[src/common/ciw_defines.svh]
// Constants for the clock interface CSR write front end
`ifndef CIW_DEFINES_SVH
`define CIW_DEFINES_SVH
`define CIW_ADDR_W       5
`define CIW_DATA_W       32
`define CIW_PROT_W       3
`define CIW_STRB_W       4
`define CIW_RESP_W       2
`define CIW_RESP_OKAY    2'h0
`define CIW_NUM_REGS     8
`define CIW_LED_MODE_DEF 0
`define CIW_LED_MODE_MAX 2
`define CIW_REG_RST      32'h00000000
`endif

[src/common/ciw_pkg.sv]
// Types for the clock interface CSR write front end
package ciw_pkg;
    // Write channel states
    typedef enum logic [1:0] {
        CIW_IDLE,
        CIW_HAVE_ADDR,
        CIW_HAVE_DATA,
        CIW_RESP
    } ciw_wstate_t;
endpackage

[src/common/ciw_reg_if.sv]
// Write port between the bus front end and the register store
`timescale 1ns/1ns
`default_nettype none
`include "ciw_defines.svh"
interface ciw_reg_if;
    logic                    wrEn;   // One-cycle write strobe
    logic [2:0]              wrIdx;  // Word index
    logic [`CIW_DATA_W-1:0]  wrData; // Write data
    logic [`CIW_STRB_W-1:0]  wrStrb; // Byte enables
    modport master (output wrEn, output wrIdx, output wrData, output wrStrb);
    modport store  (input wrEn, input wrIdx, input wrData, input wrStrb);
endinterface
`default_nettype wire

[src/rtl/ciw_reg_store.sv]
// Register store with byte-enabled writes
`timescale 1ns/1ns
`default_nettype none
`include "ciw_defines.svh"
module ciw_reg_store
    import ciw_pkg::*;
#(
    parameter int NUM_REGS = `CIW_NUM_REGS
) (
    input  wire logic                     clock,
    input  wire logic                     rst_n,
    ciw_reg_if.store                      wrPort,
    output logic [NUM_REGS*`CIW_DATA_W-1:0] regFlat
);
    // ***************************************************
    // Storage
    // ***************************************************
    logic [`CIW_DATA_W-1:0] regs_ff [NUM_REGS]; // Register words

    // The write index is three bits wide; other depths cannot be addressed
    if (NUM_REGS != 8) begin : gBadDepth
        $error("NUM_REGS must be 8 for a 3-bit index");
    end

    genvar g;
    generate
        for (g = 0; g < NUM_REGS; g++) begin : gRegs
            // Selected word takes enabled bytes
            wire hit = wrPort.wrEn && (wrPort.wrIdx == 3'(g));
            always_ff @(posedge clock or negedge rst_n) begin
                if (!rst_n) begin
                    regs_ff[g] <= `CIW_REG_RST;
                end else if (hit) begin
                    for (int b = 0; b < `CIW_STRB_W; b++) begin
                        if (wrPort.wrStrb[b]) begin
                            regs_ff[g][b*8 +: 8] <= wrPort.wrData[b*8 +: 8];
                        end
                    end
                end
            end
            assign regFlat[g*`CIW_DATA_W +: `CIW_DATA_W] = regs_ff[g];
        end
    endgenerate
endmodule
`default_nettype wire

[src/rtl/ciw_csr_write.sv]
// AXI4-Lite write-side slave with LED source selection
// Functional notes
// Reset low returns control registers to initial
// Master holds 5-bit address until ready
// Write protection input ignored entirely
// Master holds valid through ready edge
// Ready when free; capture on handshake
// Build-time integer selects LED source
// Registers reached over 32-bit AXI4-Lite
// Data written on write-data handshake; the store is written when the later of the address and data handshakes lands
// OKAY response after address and data
`timescale 1ns/1ns
`default_nettype none
`include "ciw_defines.svh"
module ciw_csr_write
    import ciw_pkg::*;
#(
    parameter int INITIAL_LED_MODE = `CIW_LED_MODE_DEF
) (
    input  wire logic                   clock,
    input  wire logic                   rst_n,
    input  wire logic [`CIW_ADDR_W-1:0] s_axi_awaddr,
    input  wire logic [`CIW_PROT_W-1:0] s_axi_awprot,
    input  wire logic                   s_axi_awvalid,
    output logic                        s_axi_awready,
    input  wire logic [`CIW_DATA_W-1:0] s_axi_wdata,
    input  wire logic [`CIW_STRB_W-1:0] s_axi_wstrb,
    input  wire logic                   s_axi_wvalid,
    output logic                        s_axi_wready,
    output logic [`CIW_RESP_W-1:0]      s_axi_bresp,
    output logic                        s_axi_bvalid,
    input  wire logic                   s_axi_bready,
    input  wire logic                   clkGood,
    input  wire logic                   vcxoValid,
    input  wire logic                   refValid,
    input  wire logic                   refLocked,
    output logic                        ledOut,
    output logic [`CIW_DATA_W-1:0]      ctrlWord
);
    // Only three LED sources exist; refuse any other mode at elaboration
    if (INITIAL_LED_MODE < 0 || INITIAL_LED_MODE > `CIW_LED_MODE_MAX) begin : gBadMode
        $error("INITIAL_LED_MODE must be 0, 1 or 2");
    end

    // ***************************************************
    // Write channel state
    // ***************************************************
    ciw_wstate_t              state_ff;    // Channel state
    ciw_wstate_t              nxt_state;   // Next state
    logic [`CIW_ADDR_W-1:0]   addr_ff;     // Captured address
    logic [`CIW_DATA_W-1:0]   data_ff;     // Captured data
    logic [`CIW_STRB_W-1:0]   strb_ff;     // Captured strobes
    logic [`CIW_DATA_W*8-1:0] regFlat;     // Store contents
    ciw_reg_if                regBus();    // Store write port

    // Protection is deliberately unused; see
    wire unusedProt = ^s_axi_awprot;

    // Handshakes; ready flags are registered outputs
    wire awHs = s_axi_awvalid && s_axi_awready;
    wire wHs  = s_axi_wvalid && s_axi_wready;
    wire bHs  = s_axi_bvalid && s_axi_bready;

    // Next-state decode
    always_comb begin
        nxt_state = state_ff;
        case (state_ff)
            CIW_IDLE: begin
                if (awHs && wHs) nxt_state = CIW_RESP;
                else if (awHs)   nxt_state = CIW_HAVE_ADDR;
                else if (wHs)    nxt_state = CIW_HAVE_DATA;
            end
            CIW_HAVE_ADDR: begin
                if (wHs) nxt_state = CIW_RESP;
            end
            CIW_HAVE_DATA: begin
                if (awHs) nxt_state = CIW_RESP;
            end
            CIW_RESP: begin
                if (bHs) nxt_state = CIW_IDLE;
            end
            default: nxt_state = CIW_IDLE;
        endcase
    end

    // Ready only in states that still need that beat
    wire nxtAwReady = (nxt_state == CIW_IDLE) || (nxt_state == CIW_HAVE_DATA);
    wire nxtWReady  = (nxt_state == CIW_IDLE) || (nxt_state == CIW_HAVE_ADDR);
    wire nxtBValid  = (nxt_state == CIW_RESP);

    // Registered channel flags
    always_ff @(posedge clock or negedge rst_n) begin
        if (!rst_n) begin
            state_ff      <= CIW_IDLE;
            s_axi_awready <= 1'b0;
            s_axi_wready  <= 1'b0;
            s_axi_bvalid  <= 1'b0;
            s_axi_bresp   <= `CIW_RESP_OKAY;
        end else begin
            state_ff      <= nxt_state;
            s_axi_awready <= nxtAwReady;
            s_axi_wready  <= nxtWReady;
            s_axi_bvalid  <= nxtBValid;
            // Always OKAY: every word of the space is writable
            s_axi_bresp   <= `CIW_RESP_OKAY;
        end
    end

    // Address and data capture on their handshakes
    always_ff @(posedge clock or negedge rst_n) begin
        if (!rst_n) begin
            addr_ff <= '0;
            data_ff <= '0;
            strb_ff <= '0;
        end else begin
            if (awHs) addr_ff <= s_axi_awaddr;
            if (wHs) begin
                data_ff <= s_axi_wdata;
                strb_ff <= s_axi_wstrb;
            end
        end
    end


    // ***************************************************
    // Commit to the store
    // ***************************************************
    // Commit when the second beat of the pair lands
    wire commit = (state_ff != CIW_RESP) && (nxt_state == CIW_RESP);
    // Use live inputs for any beat arriving this cycle
    wire [`CIW_ADDR_W-1:0] cAddr = awHs ? s_axi_awaddr : addr_ff;
    assign regBus.wrEn   = commit;
    assign regBus.wrIdx  = cAddr[4:2];
    assign regBus.wrData = wHs ? s_axi_wdata : data_ff;
    assign regBus.wrStrb = wHs ? s_axi_wstrb : strb_ff;

    ciw_reg_store #(.NUM_REGS(`CIW_NUM_REGS)) uStore (
        .clock   (clock),
        .rst_n   (rst_n),
        .wrPort  (regBus),
        .regFlat (regFlat)
    );

    // ***************************************************
    // LED source and control word
    // ***************************************************
    // Clock-health inputs come from other domains
    logic [3:0] healthMeta_ff; // First stage
    logic [3:0] health_ff;     // Second stage
    always_ff @(posedge clock or negedge rst_n) begin
        if (!rst_n) begin
            healthMeta_ff <= '0;
            health_ff     <= '0;
        end else begin
            healthMeta_ff <= {refLocked, refValid, vcxoValid, clkGood};
            health_ff     <= healthMeta_ff;
        end
    end

    // Build-time source choice
    wire ledSrc = (INITIAL_LED_MODE == 0) ? health_ff[0] :
                  (INITIAL_LED_MODE == 1) ? &health_ff[1:0] :
                                            &health_ff[3:0];

    // LED and control word registered
    always_ff @(posedge clock or negedge rst_n) begin
        if (!rst_n) begin
            ledOut   <= 1'b0;
            ctrlWord <= `CIW_REG_RST;
        end else begin
            ledOut   <= ledSrc;
            ctrlWord <= regFlat[`CIW_DATA_W-1:0];
        end
    end

    // ***************************************************
    // Assertions
    // ***************************************************
    // Beat record kept apart from the state machine, so the check is not circular
    logic sawAddr_ff; // Address beat taken since last response
    logic sawData_ff; // Data beat taken since last response
    always_ff @(posedge clock or negedge rst_n) begin
        if (!rst_n) begin
            sawAddr_ff <= 1'b0;
            sawData_ff <= 1'b0;
        end else begin
            sawAddr_ff <= bHs ? 1'b0 : (sawAddr_ff || awHs);
            sawData_ff <= bHs ? 1'b0 : (sawData_ff || wHs);
        end
    end

    a_bvalid_after_both: assert property (@(posedge clock) disable iff (!rst_n)
        s_axi_bvalid |-> sawAddr_ff && sawData_ff)
        else $error("bvalid raised without a full write");
    a_bvalid_holds: assert property (@(posedge clock) disable iff (!rst_n)
        s_axi_bvalid && !s_axi_bready |=> s_axi_bvalid)
        else $error("bvalid dropped before bready");
    a_no_ready_in_resp: assert property (@(posedge clock) disable iff (!rst_n)
        s_axi_bvalid |-> !s_axi_awready && !s_axi_wready)
        else $error("ready raised while response pending");
    a_addr_captured: assert property (@(posedge clock) disable iff (!rst_n)
        awHs |=> addr_ff == $past(s_axi_awaddr))
        else $error("address not captured on handshake");
    a_store_write: assert property (@(posedge clock) disable iff (!rst_n)
        commit && regBus.wrIdx == 3'h0 && regBus.wrStrb == 4'hF
        |=> ##1 ctrlWord == $past(regBus.wrData, 2))
        else $error("register 0 not written");
    a_okay_resp: assert property (@(posedge clock) disable iff (!rst_n)
        s_axi_bvalid |-> s_axi_bresp == 2'h0)
        else $error("response not OKAY");
    a_led_follows: assert property (@(posedge clock) disable iff (!rst_n)
        ##1 ledOut == $past(ledSrc))
        else $error("LED does not follow selected source");
    a_resp_clears: assert property (@(posedge clock) disable iff (!rst_n)
        bHs |=> !s_axi_bvalid && s_axi_awready && s_axi_wready)
        else $error("channel did not return to idle");
endmodule
`default_nettype wire

[config.mk]
export PLATFORM = sky130hd
export DESIGN_NAME = ciw_csr_write
export DESIGN_NICKNAME = d
export VERILOG_FILES = /design/src/common/ciw_pkg.sv /design/src/common/ciw_reg_if.sv /design/src/rtl/ciw_reg_store.sv /design/src/rtl/ciw_csr_write.sv
export VERILOG_INCLUDE_DIRS = /design/src /design/src/common
export SDC_FILE = /design/constraint.sdc
export NUM_CORES = 1
export LEC_CHECK = 0
export ABC_CLOCK_PERIOD_IN_PS = 5500
export BUFFER_PORTS_ARGS = -buffer_cell sky130_fd_sc_hd__buf_4
export CAP_MARGIN = 10
export CORE_MARGIN = 5
export CORE_UTILIZATION = 50
export CTS_CLUSTER_DIAMETER = 100
export DETAILED_ROUTE_END_ITERATION = 12
export GPL_TIMING_DRIVEN = 0
export PLACE_DENSITY_LB_ADDON = 0.25
export SYNTH_ARGS = -nofsm -noshare
export SYNTH_HDL_FRONTEND = slang
export SYNTH_SLANG_ARGS = --single-unit
[constraint.sdc]
create_clock -name clock -period 5.5 [get_ports clock]
set_clock_uncertainty 0.2 [all_clocks]
set_input_delay 0.825 -clock clock [delete_from_list [all_inputs] [get_ports clock]]
set_output_delay 0.825 -clock clock [all_outputs]
set_load 0.05 [all_outputs]
After elaboration in Yosys (flattened, before gate mapping)
Cells that the tools add are included.
- input port bits: 53
- register bits after elaboration: 113
- output and inout bits: 38
- logic and storage cells: 48
- reductions and logical operators: 15
- equal/unequal tests: 7
- mux-type cells: 10
- operators by type and width (cell ; number):
    $mux W32 ; 1
    $mux W2 ; 6
    $eq A2 B2 Y1 const B ; 4
    $pmux W2 S4 ; 1
    $reduce_and A2 Y1 ; 4
    $logic_and A1 B1 Y1 ; 6
    $mux W5 ; 1
    $eq A2 B1 Y1 const B ; 2
    $logic_not A2 Y1 ; 2
    $mux W4 ; 1
    $logic_not A3 Y1 ; 1
    $logic_or A1 B1 Y1 ; 2
    $ne A2 B2 Y1 const B ; 1

Depth between registers and ports, before layout
Gate-level depths: netlist (run 1).
- depth in word-level cells: 9
- depth in mapped cells: 4
- gate-level depth less buffers: 4

By module
From an unflattened synthesis (run 1), not the netlist that was laid out.
- cells, all modules: 704
- area, all modules: 12301.8 µm²
- by module, submodules not included (module ; times used ; cells each ; area an instance (µm²)):
    ciw_reg_store ; 1 ; 567 ; 9614.2
    ciw_csr_write ; 1 ; 137 ; 2687.6

Worst setup path after synthesis (run 1)
No wires, ideal clock.
- kind: input -> register
- from: input s_axi_awaddr[2]
- to: register uStore.regs_ff, in the netlist uStore.regFlat[10]
- path slack: 2931 ps
- library setup time: 125 ps
- arrival: 2245 ps
- stages: 4
- required time: 5175 ps
- cell sequence: and4bb_2 -> o221ai_1 -> nor3b_4 -> mux2_2
- cells in the longest elaborated chain, start to end: 4
- RTL lines (what ; RTL line ; source):
    start: declaration ; ciw_csr_write.sv:22 ; input wire logic [`CIW_ADDR_W-1:0] s_axi_awaddr,
    $mux W5 ; - ;
    $logic_not A3 Y1 ; ciw_reg_store.sv:29 ; wire hit = wrPort.wrEn && (wrPort.wrIdx == 3'(g));
    $logic_and A1 B1 Y1 ; ciw_reg_store.sv:29 ;
    $reduce_and A2 Y1 (no line) ; - ;
    end signal: indexed assignment ; ciw_reg_store.sv:32 ; regs_ff[g] <= `CIW_REG_RST;
    end signal: indexed assignment ; ciw_reg_store.sv:36 ; regs_ff[g][b*8 +: 8] <= wrPort.wrData[b*8 +: 8];
    end: declaration ; ciw_reg_store.sv:18 ; logic [`CIW_DATA_W-1:0] regs_ff [NUM_REGS];
Every way passes these cells.
A chain may end at the register's enable or synchronous reset.

Final worst setup path (run 1)
- from: input s_axi_awaddr[2]
- to: register uStore.regs_ff, in the netlist uStore.regFlat[11]
Same word-level chain as after synthesis.

==> flow_summary.ini, run 1 <==
[power_and_ir_drop]
sw_frac_of_total = 0.369
pwr-share-seq = 0.464
p_per_area_nw_per_um2 = 610
p_leak_nw = 2.26
ir_drop_v = 0.000349
p_sw_w = 0.00106
clock_power_share = 0.147
combPwrFrac = 0.389
fin_total_pwr_w = 0.00288
intPower_w = 0.00182

[detailed_routing]
routed_wl_mm = 5.99
first_iter_violations = 29
ant_nets = 0
post_drt_via_cell_ratio = 4.78
drc = 0
wl_per_cell_um = 14.8
vias = 1932
first_pass_iters = 4

[floorplanning]
start_util = 0.517
fp.coreArea_um2 = 7330
ios = 91
fp-row-count = 31
dieArea_um2 = 9420
fp.dieW_um = 97.1
die_y_um = 97.1

[critical_path]
r2r-end = uStore.regFlat[11]
slowest_stage = nor3b_4
r2r-start = s_axi_awready
reg2reg_depth = 4
cp_cell_sequence = buf_4 > and4bb_2 > o221ai_1 > nor3b_4 > mux2_2
arrival_ps = 2620
regToRegSetupSlack_ps = 3100
cp-end-kind = flip-flop
cpPeakStageDelay_ps = 600
critPathMaxFanout = 8
cp_num_buf_inv = 1
worst_path_dominant_cell_family = simple AND/OR/NAND/NOR gates
path_class = in -> reg
start_kind = input port
required_ps = 5550

[clock_tree]
cts_htree_levels = 3
holdBufCountCts = 0
cts_tree = yes
numCtsBuffers = 9
cts.clk_slew.worst_paths_ps = 90
cts_buffer_depth = 2
clk_latency_ps = 360
post-cts-setup-buffers = 0
cts_root_buf = clkbuf_8
cts.repair.resized = 0
clock-sinks = 111

[yosys]
synth_cells = 208
yosysSeqAreaShare = 0.733
ys_warn_count = 0
yosysTopAreaCellShare = 0.733
syn_area_per_cell_um2 = 18.2
ys_ff_latch = 111
ys_types = 22
yosys.area.top_type = dfrtp_1
synth.area.top_cells = dfrtp_1 73%, mux2_2 20%, nor3b_4 2.0%, mux2_1 0.59%, a2111o_4 0.56%
syn-cell-area_um2 = 3790

[global_routing]
grt_pass1_wl_mm = 10.5
antenna_found_initial = 0
grt_max_degree = 72
grt_pass1_vias = 2172
grt_usage = 0.139
grt_overflow = 0

[placement]
io_buffers = 80
dpl.hpwl_mm = 4.33
dp_slack_ps = 2520
gp_congestion = 0.736

[hold_path]
min_path_cells = 0
hold_end = ledOut
min_from = health_ff[0]
hold_class = reg -> reg

[sta]
setup_ws_ps = 2930
period_share = 0.468
period_needed_ps = 2570
rsz0062_at_grt = false
worst_slew_pin_slew_ps = 993
relSlewSlack = 0.338
finalHoldViolCount = 0
tns_ps = 0
fmax_mhz = 389
finalSetupViolCount = 0
maxSlewViolCount = 0

[run]
maxCapViolations = 0

[layout]
final_common_cell = dfrtp_1
fillers = 548
finalNetCount = 354
drive_gt1_frac = 0.567
ff_latch_area_um2 = 2780
multi_input_area_um2 = 983
insertedDiodeCount = 0
final_cell_mix = 111 x dfrtp_1, 82 x buf_4, 68 x mux2_2
area_delta_synth_final_pct = 24.4

[outcome]
status = completed
power by group through the flow:
stage | clock (W) | combinational, W | sequential [W]
floorplan | 0 | 0.000422 | 0.00173
detailed placement | 0 | 0.00114 | 0.00136
CTS | 0.000441 | 0.00114 | 0.00134
finish | 0.000422 | 0.00112 | 0.00134
global placement | 0 | 0.00111 | 0.00134
global route | 0.000474 | 0.00120 | 0.00138
how the worst max path moves through the flow:
stage	start	slack, ps	cells after the start	endpoint
6_report	s_axi_awaddr[2]	2930	5	uStore.regFlat[11]
3_3_place_gp	s_axi_awaddr[2]	2520	5	uStore.regFlat[29]
3_5_place_dp	s_axi_awaddr[2]	2520	5	uStore.regFlat[26]
2_1_floorplan	s_axi_awaddr[2]	2930	4	uStore.regFlat[10]
5_1_grt	s_axi_awaddr[2]	2850	5	uStore.regFlat[2]
4_1_cts	s_axi_awaddr[2]	2910	5	uStore.regFlat[13]
final cells by class:
cell class / instances / area share
Sequential cell: 111 / 0.589
Multi-Input combinational cell: 91 / 0.208
Timing Repair Buffer: 81 / 0.133
Clock buffer: 9 / 0.0263
Tap cell: 99 / 0.0263
Clock inverter: 6 / 0.00981
Buffer: 5 / 0.00557
Inverter: 2 / 0.00159
cell usage after synthesis:
cell type and count:
inv_1 2, nand2b_1 1, o21ai_0 1, a21o_1 1
mux2_1 2, conb_1 1, o221ai_1 1, clkbuf_1 3
nor2_1 1, a211oi_1 1, and4bb_2 1, dfrtp_1 111
and2_1 2, nand2_2 1, and3_1 1, a21oi_1 1
nand4_1 1, a2111o_4 1, mux2_2 68, buf_4 2
nand2_1 1, nor3b_4 4
cell families after synthesis:
kind of cell           synth area share
multiplexers                      0.208
other                          0.000989
AO/OA/AOI/OAI                    0.0145
flip-flops                        0.733
AND/OR/NAND/NOR                  0.0350
buffers and inverters           0.00891
state kept, by name (all words and copies together), names as in the netlist:
signal and flops:
uStore.regFlat 32, data_ff 32, addr_ff 3, s_axi_bvalid 1, health_ff 1, s_axi_wready 1
ctrlWord 32, ledOut 1, healthMeta_ff 1, strb_ff 4, s_axi_awready 1, state_ff 2
through the flow:
step | instance area (µm²) | util | std cells | hold slack, ps
6_report | 4720 | 0.643 | 404 | 158
5_1_grt | 4720 | 0.643 | 404 | 169
4_1_cts | 4720 | 0.643 | 404 | 159
3_5_place_dp | 4550 | 0.620 | 389 | 140
3_3_place_gp | 4520 | 0.616 | 388 | 132
2_1_floorplan | 3790 | - | 209 | 131
per-layer routing:
layer | global-route usage | vias up | share of wire
met4 | 0.0616 | 0 | 0.021
met5 | 0 | - | 0
met3 | 0.0452 | 13 | 0.056
met2 | 0.217 | 59 | 0.48
met1 | 0.179 | 956 | 0.44
li1 | - | 904 | -
Power figures use the tool's default switching activity.
==> run 2, diff against run 1 <==
- ABC_CLOCK_PERIOD_IN_PS: 5500 -> 2260
- CORE_UTILIZATION: 50 -> 47
- clock period: 5.5 -> 2.26 ns (I/O delays scaled with it)
==> run 2 against run 1 <==
Wire length grew 3.1%. Core utilization shrank 0.60 points. Sequential share of layout area shrank 3.0 points. Hold slack lost 140 ps. Non-clock buffer count grew 17. Clock power grew to 3.0 times the previous value. Sequential power grew 140%. Final cell count grew 5.0%. Critical endpoint is now uStore.regFlat[20].
==> flow_summary.ini, run 2 (synthesis gave the netlist of run 1 again) <==
[outcome]
status = completed

[detailed_routing]
ant_nets = 0
post_drt_via_cell_ratio = 4.67
dr_wl_met3_um = 331
dr.max_layer_used = met4
first_iter_violations = 49
wl_per_cell_um = 14.6
vias = 1982
wl_met1_mm = 2.66
first_pass_iters = 4
met2_length_mm = 3.11
routed_wl_mm = 6.17
drc = 0

[layout]
fillers = 603
fin_area_um2 = 4980
insertedDiodeCount = 0
area_delta_synth_final_pct = 31.3
finalCoreUtilization = 0.638
drive_gt1_frac = 0.575
final_common_cell = dfrtp_1
finalNetCount = 371
final_cell_mix = 109 x dfrtp_1, 84 x buf_4, 68 x mux2_2

[critical_path]
reg2reg_depth = 5
path_class = reg -> reg
cpPeakStageDelay_ps = 500
cp_num_buf_inv = 1
cp_cell_sequence = and2_1 > a2111o_4 > nor3b_4 > buf_12 > mux2_2
start_kind = flip-flop
critPathMaxFanout = 8
worst_path_dominant_cell_family = compound AO/OA/AOI/OAI gates
critPathLaunch = state_ff[1]
slowest_stage = a2111o_4
path_depth = 5
regToRegSetupSlack_ps = 120
arrival_ps = 2190
required_ps = 2310
r2r-start = state_ff[1]
cp-end-kind = flip-flop
r2r-end = uStore.regFlat[20]
crit_end = uStore.regFlat[20]

[hold_path]
min_path_cells = 2
hold_class = in -> reg

[global_routing]
grt_overflow = 0
grt_pass1_wl_mm = 10.4
grt_usage = 0.136
grt_max_degree = 65
antenna_found_initial = 0
grt_pass1_vias = 2111

[sta]
rsz0062_at_grt = false
period_share = 0.949
maxSlewViolCount = 0
fmax_mhz = 466
finalSetupViolCount = 0
period_needed_ps = 2140
finalHoldViolCount = 0
setup_ws_ps = 116
relSlewSlack = 0.596
tns_ps = 0
worst_slew_pin_slew_ps = 606

[power_and_ir_drop]
p_per_area_nw_per_um2 = 1470
p_leak_nw = 2.38
ir_drop_v = 0.000775
fin_total_pwr_w = 0.00732

[floorplanning]
fp.dieW_um = 99.8
ios = 91
die_y_um = 99.8
fp-row-count = 32
start_util = 0.486
fp.coreArea_um2 = 7810
dieArea_um2 = 9960

[clock_tree]
cts_htree_levels = 3
cts_tree = yes
clock-sinks = 111
cts_buffer_depth = 2
clk_latency_ps = 360
cts_root_buf = clkbuf_8
cts.clk_slew.worst_paths_ps = 110
numCtsBuffers = 9

[placement]
dpl.hpwl_mm = 4.18
post_dp_cell_area_um2 = 4560
io_buffers = 80
dp_slack_ps = -120
gp_congestion = 0.745

[run]
maxCapViolations = 0
[run 2: changes by cell type in the layout (fill, tap and decap cells not counted), sizes merged]
cell / previous run / this run
dlygate4sd3: 0 / 12
buf: 83 / 88
bufinv: 0 / 2
clkinv: 3 / 1
clkinvlp: 2 / 0
inv: 3 / 5
[run 2: area by class of cell]
cell class              count  area, µm²  share of cell area
flip-flops and latches    111       2780               0.559
clock inverters             6       91.3              0.0184
repair buffers             98        823               0.165
well taps                 102        128              0.0256
plain buffers               5       30.0             0.00603
clock buffers               9        124              0.0249
multi-input cells          91        993               0.200
inverters                   2       7.51             0.00151
[run 2: what timing repair did]
action / 4_1_cts / 5_1_grt
hold buffers: 4 / 8
setup endpoints to repair: 31 / 0
endpoints found under the hold margin: 50 / 8
resized for setup: 3 / 0
setup buffers: 5 / 0
[run 2: power breakdown]
part	switching [W]	leakage (nW)	internal, W	total, W
combinational	0.00165	0.908	0.00116	0.00281
sequential	0.000320	1.36	0.00292	0.00324
clock	0.000643	0.110	0.000629	0.00127
total	0.00261	2.38	0.00471	0.00732
[run 2: metal layers]
| layer | GRT usage | up-vias |
|---|---|---|
| li1 | - | 946 |
| met1 | 0.183 | 981 |
| met2 | 0.208 | 47 |
| met3 | 0.0417 | 8 |
| met4 | 0.0536 | 0 |
| met5 | 0 | - |
[run 2: how the worst min path moves through the flow]
stage                           from            to  slack (ps)
floorplan                      rst_n    addr_ff[2]        -160
global placement    healthMeta_ff[0]  health_ff[0]         130
detailed placement      health_ff[0]        ledOut         140
CTS                   s_axi_wdata[9]    data_ff[9]         0.9
global route         s_axi_wdata[17]   data_ff[17]         0.7
finish               s_axi_wdata[11]   data_ff[11]          20
[run 2: worst reg2reg max path, stage by stage (launching register included)]
cell,delay [ps]
dfrtp_1,420
and2_1,180
a2111o_4,500
nor3b_4,260
buf_12,160
mux2_2,330
[run 2: per-stage QoR]
step	hold slack, ps	cells
global placement	133	391
detailed placement	141	392
global route	0.704	424
finish	20.3	424
floorplan	-157	209
CTS	0.904	416
==> run 3, diff against run 2 <==
- ABC_AREA: unset -> 1
- CORE_UTILIZATION: 47 -> 48
==> run 3 against run 2 <==
Worst setup slack better by 330 ps. Non-clock buffer count is 2 lower. Fmax is 18% higher. Critical path type unchanged. Critical endpoint is now uStore.regFlat[22]. Largest cell class unchanged. Largest power group unchanged.
==> flow_summary.ini, run 3 <==
[clock_tree]
cts_buffer_depth = 2
cts_tree = yes
cts_htree_levels = 3
cts.clk_slew.worst_paths_ps = 100
post-cts-setup-buffers = 0
holdBufCountCts = 2
cts.repair.resized = 0
numCtsBuffers = 9
cts_root_buf = clkbuf_8
clk_latency_ps = 360
clock-sinks = 111

[yosys]
yosysTopAreaCellShare = 0.694
synth_edf_count = 0
synthArstFlopShare = 1.00
yosysSeqAreaShare = 0.694
syn_area_per_cell_um2 = 10.8
yosys.area.top_type = dfrtp_1
ys_warn_count = 0
ys_types = 17
synth_cells = 370
synth.area.top_cells = dfrtp_1 69%, nand2_1 14%, nand4_1 5.0%, nand3_1 4.9%, buf_4 1.3%
syn-cell-area_um2 = 4010
synthMostInstantiatedCell = nand2_1
synth_ff_type = dfrtp_1
yosys-top-cells-count = 147 x nand2_1, 111 x dfrtp_1, 39 x nand3_1
ys_ff_latch = 111

[layout]
insertedDiodeCount = 0
drive_gt1_frac = 0.247
final_common_cell = nand2_1
final_cell_mix = 147 x nand2_1, 111 x dfrtp_1, 86 x buf_4
area_delta_synth_final_pct = 23.5
finalNetCount = 517
finalCoreUtilization = 0.605

[sta]
finalHoldViolCount = 0
fmax_mhz = 550
finalSetupViolCount = 0
maxSlewViolCount = 0
period_share = 0.805
relSlewSlack = 0.539
tns_ps = 0
period_needed_ps = 1820
rsz0062_at_grt = false
worst_slew_pin_slew_ps = 691

[global_routing]
use_met3 = 0.0427
met1_usage = 0.241
grt_pass1_wl_mm = 14.2
busiest_layer = met2
antenna_found_initial = 0
grt_overflow = 0
grt_max_degree = 59
grt_usage = 0.178
grt_use_met2 = 0.290
grt_pass1_vias = 2994

[power_and_ir_drop]
ir_drop_v = 0.00111
p_per_area_nw_per_um2 = 1520
p_leak_nw = 2.72

[critical_path]
reg2reg_depth = 7
cp-end-kind = flip-flop
slowest_stage = dfrtp_1
required_ps = 2310
path_class = reg -> reg
arrival_ps = 1870
r2r-start = s_axi_wready
cp_cell_sequence = buf_4 > nand2_4 > nand2_1 > nand2_1 > nand3_2 > nand2_1 > nand2_1
regToRegSetupSlack_ps = 440
worst_path_dominant_cell_family = simple AND/OR/NAND/NOR gates
start_kind = flip-flop
r2r-end = uStore.regFlat[22]
crit_top_cell = nand2_1
cpPeakStageDelay_ps = 390
cp_num_buf_inv = 1
critPathMaxFanout = 10

[hold_path]
min_path_cells = 3
hold_end = data_ff[27]
hold_class = in -> reg
min_from = s_axi_wdata[27]

[outcome]
status = completed

[placement]
dpl.hpwl_mm = 5.89
gp_congestion = 0.799
io_buffers = 79

[detailed_routing]
first_iter_violations = 161
drc = 0
routed_wl_mm = 8.39
wl_per_cell_um = 14.6
post_drt_via_cell_ratio = 5.00
first_pass_iters = 4
ant_nets = 0
vias = 2872

[run]
maxCapViolations = 0

[floorplanning]
ios = 91
dieArea_um2 = 10300
start_util = 0.490
die_y_um = 101
fp-row-count = 33
fp.coreArea_um2 = 8180
fp.dieW_um = 101
==> run 3: cell count changes in the layout (fill, tap and decap cells not counted), sizes merged, moves of 2 or more <==
| cell | before | now |
|---|---|---|
| and2 | 2 | 0 |
| buf | 88 | 90 |
| bufinv | 2 | 0 |
| clkbuf | 12 | 20 |
| clkinv | 1 | 5 |
| dlygate4sd3 | 12 | 2 |
| inv | 5 | 8 |
| mux2 | 70 | 0 |
| nand2 | 2 | 148 |
| nand3 | 0 | 44 |
| nand4 | 1 | 32 |
| nor2 | 1 | 4 |
| nor3b | 4 | 0 |
==> run 3: where the power goes <==
group          total [W]  internal [W]  switching [W]
combinational    0.00323      0.000905        0.00233
clock            0.00103      0.000403       0.000622
sequential       0.00327       0.00291       0.000361
==> run 3: worst register-to-register path, stage by stage, from the launching register on <==
cell	delay [ps]
dfrtp_1	390
buf_4	180
nand2_4	130
nand2_1	60
nand2_1	290
nand3_2	280
nand2_1	120
nand2_1	60
==> run 3: area by class of cell <==
type,instances,area [µm²]
repair buffers,82,641
flip-flops and latches,111,2780
clock buffers,11,131
multi-input cells,232,1080
inverters,9,33.8
plain buffers,19,120
well taps,105,131
clock inverters,5,35.0
fillers,707,3230
==> run 3: cell families (layout without fill, tap and decap cells) <==
kind of cell,after synthesis,count (layout),synth area share
buffers and inverters,28,126,0.0384
other,1,2,0.000936
and+or+nand+nor,228,228,0.264
AOI/OAI and AO/OA,2,2,0.00344
DFF,111,111,0.694
==> run 3: layer usage <==
layer	part of all wire	wire [µm]	vias up
met3	0.048	405	8
met2	0.50	4180	74
li1	-	-	1400
met1	0.44	3730	1390
met4	0.0086	72	0
met5	0	0	-
==> run 3: stage by stage <==
| step | setup WS (ps) | power, W | instance area (µm²) | hold slack [ps] | instances |
|---|---|---|---|---|---|
| after floorplan | 385 | 0.00551 | 4010 | -157 | 371 |
| after global placement | 474 | 0.00645 | 4730 | 132 | 555 |
| after detailed placement | 472 | 0.00656 | 4760 | 136 | 556 |
| after CTS | 455 | 0.00759 | 4950 | 21.3 | 574 |
| after global routing | 279 | 0.00802 | 4950 | 5.85 | 574 |
| final | 442 | 0.00753 | 4950 | 26.6 | 574 |
==> run 3: how the worst max path moves through the flow <==
stage	start	end	cells past startpoint
floorplan	s_axi_wready	uStore.regFlat[0]	8
global placement	s_axi_wready	uStore.regFlat[21]	8
detailed placement	s_axi_wready	uStore.regFlat[23]	7
CTS	s_axi_wready	uStore.regFlat[23]	7
global route	s_axi_awready	uStore.regFlat[8]	8
finish	s_axi_wready	uStore.regFlat[22]	7
